### config.mk
export PLATFORM = sky130hd
export DESIGN_NAME = sdc_prog_host_flat
export DESIGN_NICKNAME = d
export VERILOG_FILES = /design/src/core/sdc_pkg.sv /design/src/core/sdc_link_if.sv /design/src/core/sdc_prog_host.sv /design/src/flat_wrapper.sv
export VERILOG_INCLUDE_DIRS = /design/src /design/src/core
export SDC_FILE = /design/constraint.sdc
export NUM_CORES = 2
export LEC_CHECK = 0
export BUFFER_PORTS_ARGS = -buffer_cell sky130_fd_sc_hd__buf_2
export CORE_ASPECT_RATIO = 0.7
export CORE_MARGIN = 5
export CORE_UTILIZATION = 56
export CTS_BUF_LIST = sky130_fd_sc_hd__clkbuf_4 sky130_fd_sc_hd__clkbuf_8
export DETAILED_ROUTE_END_ITERATION = 10
export GPL_TIMING_DRIVEN = 0
export PLACE_DENSITY = 0.73
export SLEW_MARGIN = 20
export SYNTH_ARGS = -nofsm -noshare
export SYNTH_HDL_FRONTEND = slang
export SYNTH_SLANG_ARGS = --single-unit
### constraint.sdc
create_clock -name sys_clk -period 23.4 [get_ports sys_clk]
set_clock_uncertainty 0.2 [all_clocks]
set_input_delay 4.68 -clock sys_clk [delete_from_list [all_inputs] [get_ports sys_clk]]
set_output_delay 4.68 -clock sys_clk [all_outputs]
set_load 0.02 [all_outputs]
### src/core/sdc_defines.svh
`ifndef SDC_DEFINES_SVH
`define SDC_DEFINES_SVH

// Field widths of the divider chain
`define SDC_FB_W          43
`define SDC_FRAC_W        32
`define SDC_FAST_W        11
`define SDC_SLOW_W        3
`define SDC_BYTE_W        8
`define SDC_ACC_W         64
`define SDC_MOD_STEPS     16

// Byte map of the device registers
`define SDC_ADDR_FAST_LO  8'h17
`define SDC_ADDR_PACKED   8'h18
`define SDC_ADDR_FB_FIRST 8'h1A
`define SDC_ADDR_FB_LAST  8'h1F
`define SDC_PACK_SLOW_LSB 4
`define SDC_PACK_FAST_LSB 0
`define SDC_FAST_LO_W     8

// Settings held after reset
`define SDC_RST_FB        43'h047_E756_E62A
`define SDC_RST_FAST      11'h046
`define SDC_RST_SLOW      3'h0
`define SDC_SLOW_MAX_EXP  3'h5

// Legal ranges seen by the programming end
`define SDC_FB_MIN        43'h03C_0000_0000
`define SDC_FB_MAX        43'h7FD_FFFF_FFFF
`define SDC_FAST_MIN      11'h005
`define SDC_FAST_MAX      11'h7FE
`define SDC_FAST_ODD_MAX  11'h021
`define SDC_XTAL_HZ       28'h918_7DC0
`define SDC_VCO_MIN_HZ    36'h2_83BA_EC00
`define SDC_VCO_MAX_A_HZ  36'h2_E9C4_3B22
`define SDC_VCO_MAX_BC_HZ 36'h2_D793_BCD0
`define SDC_FOUT_MAX_A    32'h5968_2F00
`define SDC_FOUT_MAX_B    32'h2FAF_0800
`define SDC_FOUT_MAX_C    32'h135F_1B40
`define SDC_WIDE_W        80

// APB map of the programming end
`define SDC_APB_CTRL      8'h00
`define SDC_APB_FB_FRAC   8'h04
`define SDC_APB_FB_WHOLE  8'h08
`define SDC_APB_FAST      8'h0C
`define SDC_APB_SLOW      8'h10
`define SDC_APB_STATUS    8'h14
`define SDC_CTRL_GO       0
`define SDC_CTRL_GRADE_LSB 1
`define SDC_NUM_BYTES     3'h7

`endif

### src/core/sdc_pkg.sv
package sdc_pkg;
   // Speed grade selection
   typedef enum logic [1:0] {
      SDC_GRADE_A = 2'b00,
      SDC_GRADE_B = 2'b01,
      SDC_GRADE_C = 2'b10
   } sdc_grade_type;

   // Programming sequencer states
   typedef enum logic [1:0] {
      SDC_IDLE  = 2'b00,
      SDC_CHECK = 2'b01,
      SDC_SEND  = 2'b10
   } sdc_state_type;
endpackage

### src/core/sdc_link_if.sv
`timescale 1ns/100ps
interface sdc_link_if;
   // Register write and read-back
   logic       wr_en;
   logic [7:0] addr;
   logic [7:0] wr_data;
   logic [7:0] rd_data;
   // Synthesized clock
   logic       out_clk;

   modport dev  (input wr_en, addr, wr_data, output rd_data, out_clk);
   modport host (output wr_en, addr, wr_data, input rd_data, out_clk);
endinterface

### src/core/sdc_prog_host.sv
`timescale 1ns/100ps
`include "sdc_defines.svh"

module sdc_prog_host
   import sdc_pkg::*;
(
   // Clock and reset
   input  wire logic        sys_clk,
   input  wire logic        rst_n,
   // APB slave
   input  wire logic        psel,
   input  wire logic        penable,
   input  wire logic        pwrite,
   input  wire logic [7:0]  paddr,
   input  wire logic [31:0] pwdata,
   output      logic [31:0] prdata,
   output      logic        pready,
   output      logic        pslverr,
   // Link to the synthesizer
   sdc_link_if.host         link
);

   // Software registers and sequencer
   logic [`SDC_FRAC_W-1:0]            frac_ff, nxt_frac;
   logic [`SDC_FB_W-`SDC_FRAC_W-1:0]  whole_ff, nxt_whole;
   logic [`SDC_FAST_W-1:0]            fast_ff, nxt_fast;
   logic [`SDC_SLOW_W-1:0]            slow_ff, nxt_slow;
   sdc_grade_type                     grade_ff, nxt_grade;
   logic                              reject_ff, nxt_reject;
   logic                              done_ff, nxt_done;
   sdc_state_type                     state_ff, nxt_state;
   logic [2:0]                        idx_ff, nxt_idx;
   logic                              wr_en_ff, nxt_wr_en;
   logic [7:0]                        addr_ff, nxt_addr;
   logic [7:0]                        data_ff, nxt_data;
   logic [31:0]                       prdata_ff, nxt_prdata;
   logic                              pslverr_ff, nxt_pslverr;
   logic                              pready_ff;
   logic [`SDC_FB_W-1:0]              fb;
   logic                              setup, wr_acc, mapped, go;

   // Full legality check on the requested settings
   function automatic logic legal(input logic [`SDC_FB_W-1:0] f, input logic [`SDC_FAST_W-1:0] h,
                                  input logic [`SDC_SLOW_W-1:0] s, input sdc_grade_type g);
      logic [`SDC_WIDE_W-1:0] fv, vmax, fmax;
      logic [`SDC_SLOW_W-1:0] e;
      e     = (s > `SDC_SLOW_MAX_EXP) ? `SDC_SLOW_MAX_EXP : s;
      fv    = `SDC_WIDE_W'(f) * `SDC_WIDE_W'(`SDC_XTAL_HZ);
      vmax  = `SDC_WIDE_W'((g == SDC_GRADE_A) ? `SDC_VCO_MAX_A_HZ : `SDC_VCO_MAX_BC_HZ);
      fmax  = `SDC_WIDE_W'((g == SDC_GRADE_A) ? `SDC_FOUT_MAX_A :
                           (g == SDC_GRADE_B) ? `SDC_FOUT_MAX_B : `SDC_FOUT_MAX_C);
      legal = (f >= `SDC_FB_MIN) && (f <= `SDC_FB_MAX)
           && (h >= `SDC_FAST_MIN) && (h <= `SDC_FAST_MAX)
           && ((h <= `SDC_FAST_ODD_MAX) || !h[0])
           && (fv >= (`SDC_WIDE_W'(`SDC_VCO_MIN_HZ) << `SDC_FRAC_W))
           && (fv <= (vmax << `SDC_FRAC_W))
           && (fv <= ((fmax * (`SDC_WIDE_W'(h) << e)) << `SDC_FRAC_W))
           && (g != 2'b11);
   endfunction

   // Byte sent at each step of the load
   function automatic logic [7:0] send_byte(input logic [2:0] i, input logic [`SDC_FB_W-1:0] f,
                                           input logic [`SDC_FAST_W-1:0] h, input logic [`SDC_SLOW_W-1:0] s);
      logic [47:0] fw;
      fw = {5'h00, f};
      if (i == 3'h0) send_byte = h[7:0];
      else if (i == 3'h1) send_byte = {1'b0, s, 1'b0, h[10:8]};
      else send_byte = fw[(i - 3'h2)*8 +: 8];
   endfunction

   assign fb     = {whole_ff, frac_ff};
   assign setup  = psel && !penable;
   assign wr_acc = psel && penable && pwrite && pready_ff;
   assign mapped = paddr <= `SDC_APB_STATUS && paddr[1:0] == 2'b00;
   assign go     = wr_acc && paddr == `SDC_APB_CTRL && pwdata[`SDC_CTRL_GO];

   // Register writes; settings frozen while a load runs
   always_comb begin
      nxt_frac  = frac_ff;
      nxt_whole = whole_ff;
      nxt_fast  = fast_ff;
      nxt_slow  = slow_ff;
      nxt_grade = grade_ff;
      if (wr_acc && state_ff == SDC_IDLE) begin
         unique case (paddr)
            `SDC_APB_CTRL:     nxt_grade = sdc_grade_type'(pwdata[`SDC_CTRL_GRADE_LSB +: 2]);
            `SDC_APB_FB_FRAC:  nxt_frac  = pwdata;
            `SDC_APB_FB_WHOLE: nxt_whole = pwdata[`SDC_FB_W-`SDC_FRAC_W-1:0];
            `SDC_APB_FAST:     nxt_fast  = pwdata[`SDC_FAST_W-1:0];
            `SDC_APB_SLOW:     nxt_slow  = pwdata[`SDC_SLOW_W-1:0];
            default:           nxt_frac  = frac_ff;
         endcase
      end
   end

   always_ff @(posedge sys_clk) begin
      if (!rst_n) begin
         frac_ff  <= '0;
         whole_ff <= '0;
         fast_ff  <= '0;
         slow_ff  <= '0;
         grade_ff <= SDC_GRADE_A;
      end else begin
         frac_ff  <= nxt_frac;
         whole_ff <= nxt_whole;
         fast_ff  <= nxt_fast;
         slow_ff  <= nxt_slow;
         grade_ff <= nxt_grade;
      end
   end

   // Sequencer: check, then write eight bytes back to back
   always_comb begin
      nxt_state  = state_ff;
      nxt_idx    = idx_ff;
      nxt_reject = reject_ff && !(go && state_ff == SDC_IDLE);
      nxt_done   = done_ff && !(go && state_ff == SDC_IDLE);
      nxt_wr_en  = 1'b0;
      nxt_addr   = addr_ff;
      nxt_data   = data_ff;
      unique case (state_ff)
         SDC_IDLE: if (go) nxt_state = SDC_CHECK;
         SDC_CHECK: begin
            nxt_idx = 3'h0;
            if (legal(fb, fast_ff, slow_ff, grade_ff)) begin
               nxt_state = SDC_SEND;
            end else begin
               nxt_reject = 1'b1;
               nxt_state  = SDC_IDLE;
            end
         end
         SDC_SEND: begin
            nxt_wr_en = 1'b1;
            nxt_addr  = (idx_ff < 3'h2) ? `SDC_ADDR_FAST_LO + 8'(idx_ff)
                                        : `SDC_ADDR_FB_FIRST + 8'(idx_ff) - 8'h02;
            nxt_data  = send_byte(idx_ff, fb, fast_ff, slow_ff);
            nxt_idx   = idx_ff + 3'h1;
            if (idx_ff == `SDC_NUM_BYTES) begin
               nxt_state = SDC_IDLE;
               nxt_done  = 1'b1;
            end
         end
         default: nxt_state = SDC_IDLE;
      endcase
   end

   always_ff @(posedge sys_clk) begin
      if (!rst_n) begin
         state_ff  <= SDC_IDLE;
         idx_ff    <= '0;
         reject_ff <= 1'b0;
         done_ff   <= 1'b0;
         wr_en_ff  <= 1'b0;
         addr_ff   <= '0;
         data_ff   <= '0;
      end else begin
         state_ff  <= nxt_state;
         idx_ff    <= nxt_idx;
         reject_ff <= nxt_reject;
         done_ff   <= nxt_done;
         wr_en_ff  <= nxt_wr_en;
         addr_ff   <= nxt_addr;
         data_ff   <= nxt_data;
      end
   end

   // Read data and error captured in the setup cycle
   always_comb begin
      nxt_prdata  = prdata_ff;
      nxt_pslverr = pslverr_ff;
      if (setup) begin
         nxt_pslverr = !mapped;
         nxt_prdata  = '0;
         if (!pwrite) begin
            unique case (paddr)
               `SDC_APB_CTRL:     nxt_prdata = {29'h0, grade_ff, 1'b0};
               `SDC_APB_FB_FRAC:  nxt_prdata = frac_ff;
               `SDC_APB_FB_WHOLE: nxt_prdata = {21'h0, whole_ff};
               `SDC_APB_FAST:     nxt_prdata = {21'h0, fast_ff};
               `SDC_APB_SLOW:     nxt_prdata = {29'h0, slow_ff};
               `SDC_APB_STATUS:   nxt_prdata = {28'h0, link.out_clk, done_ff, reject_ff,
                                                state_ff != SDC_IDLE};
               default:           nxt_prdata = '0;
            endcase
         end
      end
   end

   always_ff @(posedge sys_clk) begin
      if (!rst_n) begin
         prdata_ff  <= '0;
         pslverr_ff <= 1'b0;
         pready_ff  <= 1'b0;
      end else begin
         prdata_ff  <= nxt_prdata;
         pslverr_ff <= nxt_pslverr;
         pready_ff  <= 1'b1;
      end
   end

   assign prdata       = prdata_ff;
   assign pslverr      = pslverr_ff;
   assign pready       = pready_ff;
   assign link.wr_en   = wr_en_ff;
   assign link.addr    = addr_ff;
   assign link.wr_data = data_ff;

endmodule // sdc_prog_host

### src/flat_wrapper.sv
// flat-port wrapper written by rule: the top's interface ports become plain ports
module sdc_prog_host_flat import sdc_pkg::*;
  (sys_clk, rst_n, psel, penable, pwrite, paddr, pwdata, prdata, pready, pslverr, link_wr_en, link_addr, link_wr_data, link_rd_data, link_out_clk);
  sdc_link_if link_i ();
  input  wire logic sys_clk;
  input  wire logic rst_n;
  input  wire logic psel;
  input  wire logic penable;
  input  wire logic pwrite;
  input  wire logic [7:0] paddr;
  input  wire logic [31:0] pwdata;
  output      logic [31:0] prdata;
  output      logic pready;
  output      logic pslverr;
  output wire logic [$bits(link_i.wr_en)-1:0] link_wr_en;
  output wire logic [$bits(link_i.addr)-1:0] link_addr;
  output wire logic [$bits(link_i.wr_data)-1:0] link_wr_data;
  input wire logic [$bits(link_i.rd_data)-1:0] link_rd_data;
  input wire logic [$bits(link_i.out_clk)-1:0] link_out_clk;
  assign link_wr_en = link_i.wr_en;
  assign link_addr = link_i.addr;
  assign link_wr_data = link_i.wr_data;
  assign link_i.rd_data = link_rd_data;
  assign link_i.out_clk = link_out_clk;
  sdc_prog_host u_core (.sys_clk(sys_clk), .rst_n(rst_n), .psel(psel), .penable(penable), .pwrite(pwrite), .paddr(paddr), .pwdata(pwdata), .prdata(prdata), .pready(pready), .pslverr(pslverr), .link(link_i));
endmodule
# Yosys cells after proc, flatten, opt, wreduce, memory -nomap -nowiden
# Index checks and enable logic that the tools add are counted.
[totals] elab_cells=105 regBits=117 inputBits=54 output_inout_bits=51
[classes] n_mul=2 shifts=2 n_mux=20 n_addsub=5 reduce_logical=37 magnitude_cmp=11 n_eq_ne=13
[ops] operator="32-bit one-hot mux with 6 select lines" count=1
[ops] operator="71-bit by 80-bit <= comparator with 1-bit output" count=2
[ops] operator="80-bit by 80-bit multiplier with 48-bit output" count=1
[ops] operator="80-bit two-way mux" count=1
[ops] operator="11-bit by 3-bit left shift with 80-bit output" count=1
[ops] operator="71-bit by 66-bit >= comparator with 1-bit output (second input constant)" count=1
[ops] operator="43-bit by 22-bit multiplier with 65-bit output (second input constant)" count=1
[ops] operator="30-bit two-way mux" count=2
[ops] operator="48-bit by 33-bit variable part select with 8-bit output" count=1
[ops] operator="43-bit by 38-bit >= comparator with 1-bit output (second input constant)" count=1
[ops] operator="43-bit <= comparator (second input constant)" count=1
[ops] operator="32-bit two-way mux" count=1
[ops] operator="8-bit two-way mux" count=3
[ops] operator="1-bit logical AND" count=19
[ops] operator="8-bit by 4-bit equality test with 1-bit output (second input constant)" count=2
[ops] operator="8-bit by 5-bit equality test with 1-bit output (second input constant)" count=2
[ops] operator="5-bit by 3-bit adder with 6-bit output (first input constant)" count=2
[ops] operator="2-bit AND reduction" count=6
[ops] operator="11-bit by 3-bit >= comparator with 1-bit output (second input constant)" count=1
[ops] operator="11-bit <= comparator (second input constant)" count=1
[ops] operator="11-bit by 6-bit <= comparator with 1-bit output (second input constant)" count=1
[ops] operator="8-bit by 3-bit equality test with 1-bit output (second input constant)" count=1
[ops] operator="8-bit by 5-bit <= comparator with 1-bit output (second input constant)" count=1
[ops] operator="8-bit zero test" count=1
[ops] operator="21 further kinds" count=36

# Depth between registers and ports, before layout
[depth] depth_word=11 ltp_mapped=48 ltp_nobuf=45

# Least setup slack after synthesis
# Ideal clock, no wire load.
[synth_timing] path_type="reg2reg" start="reg u_core.slow_ff[0]" end="reg u_core.reject_ff" setup_ns=0.122 synth_period_minus_slack_ns=11.273 arrival_ns=10.952 path_stages_with_launch=43 n_path_buf=2 path_slack_ns=12.127 required_time_ns=23.078 cell_sequence="dfxtp_1 > clkbuf_1 > a21oi_1 > buf_1 > mux2i_1 > mux2i_1 > o21ai_0 > clkinv_1 > nand2_1 > fa_1 > inv_1 > fa_1 > fa_1 > fa_1 > inv_1 > fa_1 > inv_1 > ha_1 > (+7 left out) > a21o_1 > a2111oi_0 > nor3_1 > nor3_1 > o21a_1 > o21ai_0 > xnor2_1 > ha_1 > nand4_1 > nor2_1 > nand2_1 > nor3_1 > nand2_1 > or4b_2 > o2111ai_1 > nand2_1 > a311o_1 > o311a_1"
[synth_between] elab_chain_cells=9
[synth_rtl] element="start, declared" line_no="sdc_prog_host.sv:27" source="logic [`SDC_SLOW_W-1:0] slow_ff, nxt_slow;"
[synth_rtl] element="start signal, assigned" line_no="sdc_prog_host.sv:107" source="slow_ff <= nxt_slow;"
[synth_rtl] element="3-bit > comparator (no line)"
[synth_rtl] element="3-bit two-way mux *" line_no="sdc_prog_host.sv:47" source="e = (s > `SDC_SLOW_MAX_EXP) ? `SDC_SLOW_MAX_EXP : s;"
[synth_rtl] element="11-bit by 3-bit left shift with 80-bit output (no line) *"
[synth_rtl] element="80-bit by 80-bit multiplier with 48-bit output *" line_no="sdc_prog_host.sv:57" source="&& (fv <= ((fmax * (`SDC_WIDE_W'(h) << e)) << `SDC_FRAC_W))"
[synth_rtl] element="71-bit by 80-bit <= comparator with 1-bit output *" line_no="sdc_prog_host.sv:57"
[synth_rtl] element="1-bit logical AND * (2 in series)" line_no="sdc_prog_host.sv:52" source="legal = (f >= `SDC_FB_MIN) && (f <= `SDC_FB_MAX)"
[synth_rtl] element="1-bit two-way mux *" line_no="sdc_prog_host.sv:125" source="if (legal(fb, fast_ff, slow_ff, grade_ff)) begin"
[synth_rtl] element="1-bit two-way mux *" line_no="sdc_prog_host.sv:121" source="unique case (state_ff)"
[synth_rtl] element="end signal, assigned" line_no="sdc_prog_host.sv:159" source="reject_ff <= nxt_reject;"
[synth_rtl] element="end, declared" line_no="sdc_prog_host.sv:29" source="logic reject_ff, nxt_reject;"
# Mark *: on every way between the ends. The rest lies on a longest branch, timed or not.
# A chain may end at the register's enable or synchronous reset.

# Worst setup path after layout
# Same ends and word-level chain as after synthesis.

==> key figures <==
Timing
  • Final setup slack of the worst path: 9.80 ns
  • Final Hold Viols: 0
  • Unrepaired setup endpoints after global routing: false
  • Rel. slew slack: 21.1%
  • Fin Hold WS: 0.279 ns
  • Fmax: 73.5 MHz
  • Endpoints failing setup: 0
  • Worst-margin pin slew: 1.17 ns
  • Final TNS setup: 0 ns
  • Period utilization: 58.1%
  • Fin. max-slew vios: 0
  • Fin crit period: 13.60 ns

Global routing
  • Vias in the first global route: 30.4k
  • Grt total ovfl: 0
  • Initial antenna violation count: 4
  • First-pass GRT wire length: 184 mm
  • Total track usage: 32.8%
  • Largest net degree at the start of global routing: 22

Floorplan
  • Row cnt: 80
  • Die Area: 73600 um^2
  • Initial Util: 56.3%
  • Floorplan die width: 322 um
  • Core area: 67900 um^2
  • Die Y: 229 um
  • Ports: 105

Flow run
  • MaxCap Viol Count: 0

CTS
  • H-tree Lvls: 4
  • Post-CTS setup buffers: 0
  • Clk pin slew, worst setup/hold paths: 0.08 ns
  • Hold Buf Count CTS: 0
  • Sink Count: 115
  • CTS Root Cell: clkbuf_8
  • Skew-Pair Late Insertion Delay: 0.47 ns
  • CTS Buffer Depth: 2
  • Total CTS buffers: 17
  • TritonCTS clock tree: done
  • Post_cts resized: 0

Logic synthesis
  • EDFF count, synth: 0
  • Mapped Area: 38200 um^2
  • Distinct cells, synth: 81
  • Post-Syn Instances: 4218
  • Synth Register Bits: 115
  • Sequential share of the synthesized area: 6.03%
  • Synthesis Warnings: 0
  • Main synth FF type: dfxtp_1
  • Share of flip-flops with an asynchronous set or reset: 0%
  • Syn_area_per_cell: 9.06 um^2

Finish
  • Synth-to-layout area growth: 5.81%
  • Fraction of layout cells with a size suffix above 1: 3.78%
  • Most frequent cells in the layout: inv_1, fa_1, ha_1
  • Fin cells: 5288
  • N_diodes: 0
  • Final Cell Area: 40400 um^2
  • Post-layout util: 59.6%
  • Commonest non-fill, non-tap cell in the layout: inv_1
  • NumNets Final: 5766
  • Fillers: 6020

Worst setup path
  • CP max stage delay: 0.72 ns
  • CP endpoint kind: register
  • Most used cell along the critical path: inv_1
  • R2R setup slack: 9.80 ns
  • Crit path DAT: 13.76 ns
  • Crit Path Category: register to register
  • Max FO, Critical Path: 10
  • Worst Setup Start Kind: register
  • CP max-delay cell: a21oi_1
  • WP data required: 23.56 ns

Pwr
  • Max IR drop VDD: 0.0329 mV
  • Leak: 23.0 nW
  • Total power: 0.560 mW
  • Pwr dens: 13.9 nW/um^2

Worst hold path
  • Min-Delay Path Class: register to register

Detailed routing
  • Routed wire length: 119 mm
  • WL met1: 53.6 mm
  • Avg Vias per Cell: 5.69
  • DRC violations left: 0
  • Final ANT Viol Nets: 0
  • WL met2: 43.0 mm
  • DR vias: 30.1k
  • 1st-iter DRT viols: 2767
  • Pre-antenna DRT Iters: 5
  • Met3 wire length: 19.8 mm
  • DR WL/cell: 22.4 um
  • Uppermost routed layer: met5

Status
  • Outcome: finished, final reports clean

Placement
  • Placed cells: 5256
  • HPWL Detailed: 105 mm
  • PortBufs: 93
  • Placed inst area: 40000 um^2
  • GP Congestion: 1.05
  • Worst slack, placed: 10.0 ns
==> critical path: cells and delay by family, from the launching register on <==
kind	cells	cell delay [ns]
adders and majority gates	11	4.67
AOI/OAI and AO/OA	9	3.71
and+or+nand+nor	11	2.63
buffers and inverters	10	1.55
DFF	1	0.30
muxes	1	0.24
xor gates and xnor gates	1	0.16
==> Yosys cell counts, types with 6 or more instances <==
library cell / number / area share [%]
a211oi_1: 15 / 0.29
a21boi_0: 39 / 0.77
a21o_1: 68 / 1.3
a21oi_1: 143 / 1.9
a221oi_1: 10 / 0.23
a22oi_1: 38 / 0.75
a31o_2: 7 / 0.16
a31oi_1: 26 / 0.43
and2_1: 31 / 0.51
and3_1: 23 / 0.38
and4_1: 8 / 0.18
buf_1: 7 / 0.069
clkbuf_1: 95 / 0.93
dfxtp_1: 115 / 6.0
fa_1: 691 / 36
ha_1: 648 / 21
inv_1: 1149 / 11
mux2i_1: 75 / 2.0
mux4_2: 7 / 0.41
nand2_1: 272 / 2.7
nand2b_1: 19 / 0.31
nand3_1: 51 / 0.67
nand4_1: 53 / 0.87
nor2_1: 132 / 1.3
nor2b_1: 82 / 1.3
nor3_1: 32 / 0.42
nor4_1: 16 / 0.26
o2111ai_1: 6 / 0.14
o211a_1: 9 / 0.24
o211ai_1: 15 / 0.29
o21a_1: 20 / 0.39
o21ai_0: 96 / 1.3
o21bai_1: 10 / 0.20
o22ai_1: 7 / 0.11
o31ai_1: 6 / 0.12
or2_2: 6 / 0.098
or3_1: 16 / 0.26
or4_1: 6 / 0.12
xnor2_1: 50 / 1.1
xor2_1: 37 / 0.85
==> final timing paths <==
kind	start	endpoint	depth (start not counted)
max	u_core.slow_ff[0]	u_core.reject_ff	43
min	u_core.link.addr[3]	u_core.link.addr[3]	1
max reg2reg	u_core.slow_ff[0]	u_core.reject_ff	43
min reg2reg	u_core.link.addr[3]	u_core.link.addr[3]	1
==> kinds of logic (layout without fill, tap and decap cells) <==
family	after synthesis	in the layout	synth area share, %
mux	84	84	2.44
flops	115	115	6.03
other cells	2	45	0.0197
simple gates	760	760	9.68
xor+xnor	87	87	1.99
fa+ha+maj	1339	1339	57.4
buf+inv	1259	1384	12.4
compound gates	572	572	10.0
==> per-layer routing <==
metal	vias to the layer above	global-route usage [%]
li1	13600	-
met5	-	1.37
met3	147	18.0
met4	6	5.51
met2	1559	41.5
met1	14700	49.3
==> area by class of cell <==
type / count / area, um^2 / area share [%]
Buffer: 108 / 419 / 1.04
Clock buffer: 21 / 277 / 0.684
Clock inverter: 11 / 175 / 0.433
Inverter: 1151 / 4320 / 10.7
Multi-Input combinational cell: 2887 / 31300 / 77.5
Sequential cell: 115 / 2300 / 5.70
Tap cell: 902 / 1130 / 2.79
Timing Repair Buffer: 93 / 465 / 1.15
==> where the power goes <==
part,internal [mW],switching [mW]
Sequential,0.196,0.000181
Combinational,0.0578,0.0908
Clock,0.125,0.0908
==> flip-flops by register name, summed over array words and instances, names as in the netlist, 2 cells and up <==
name,count
u_core.grade_ff,2
u_core.idx_ff,3
u_core.frac_ff,32
u_core.prdata,32
u_core.state_ff,2
u_core.link.addr,6
u_core.whole_ff,11
u_core.fast_ff,11
u_core.slow_ff,3
u_core.link.wr_data,8
No activity file was read; power rests on OpenSTA's default activity.
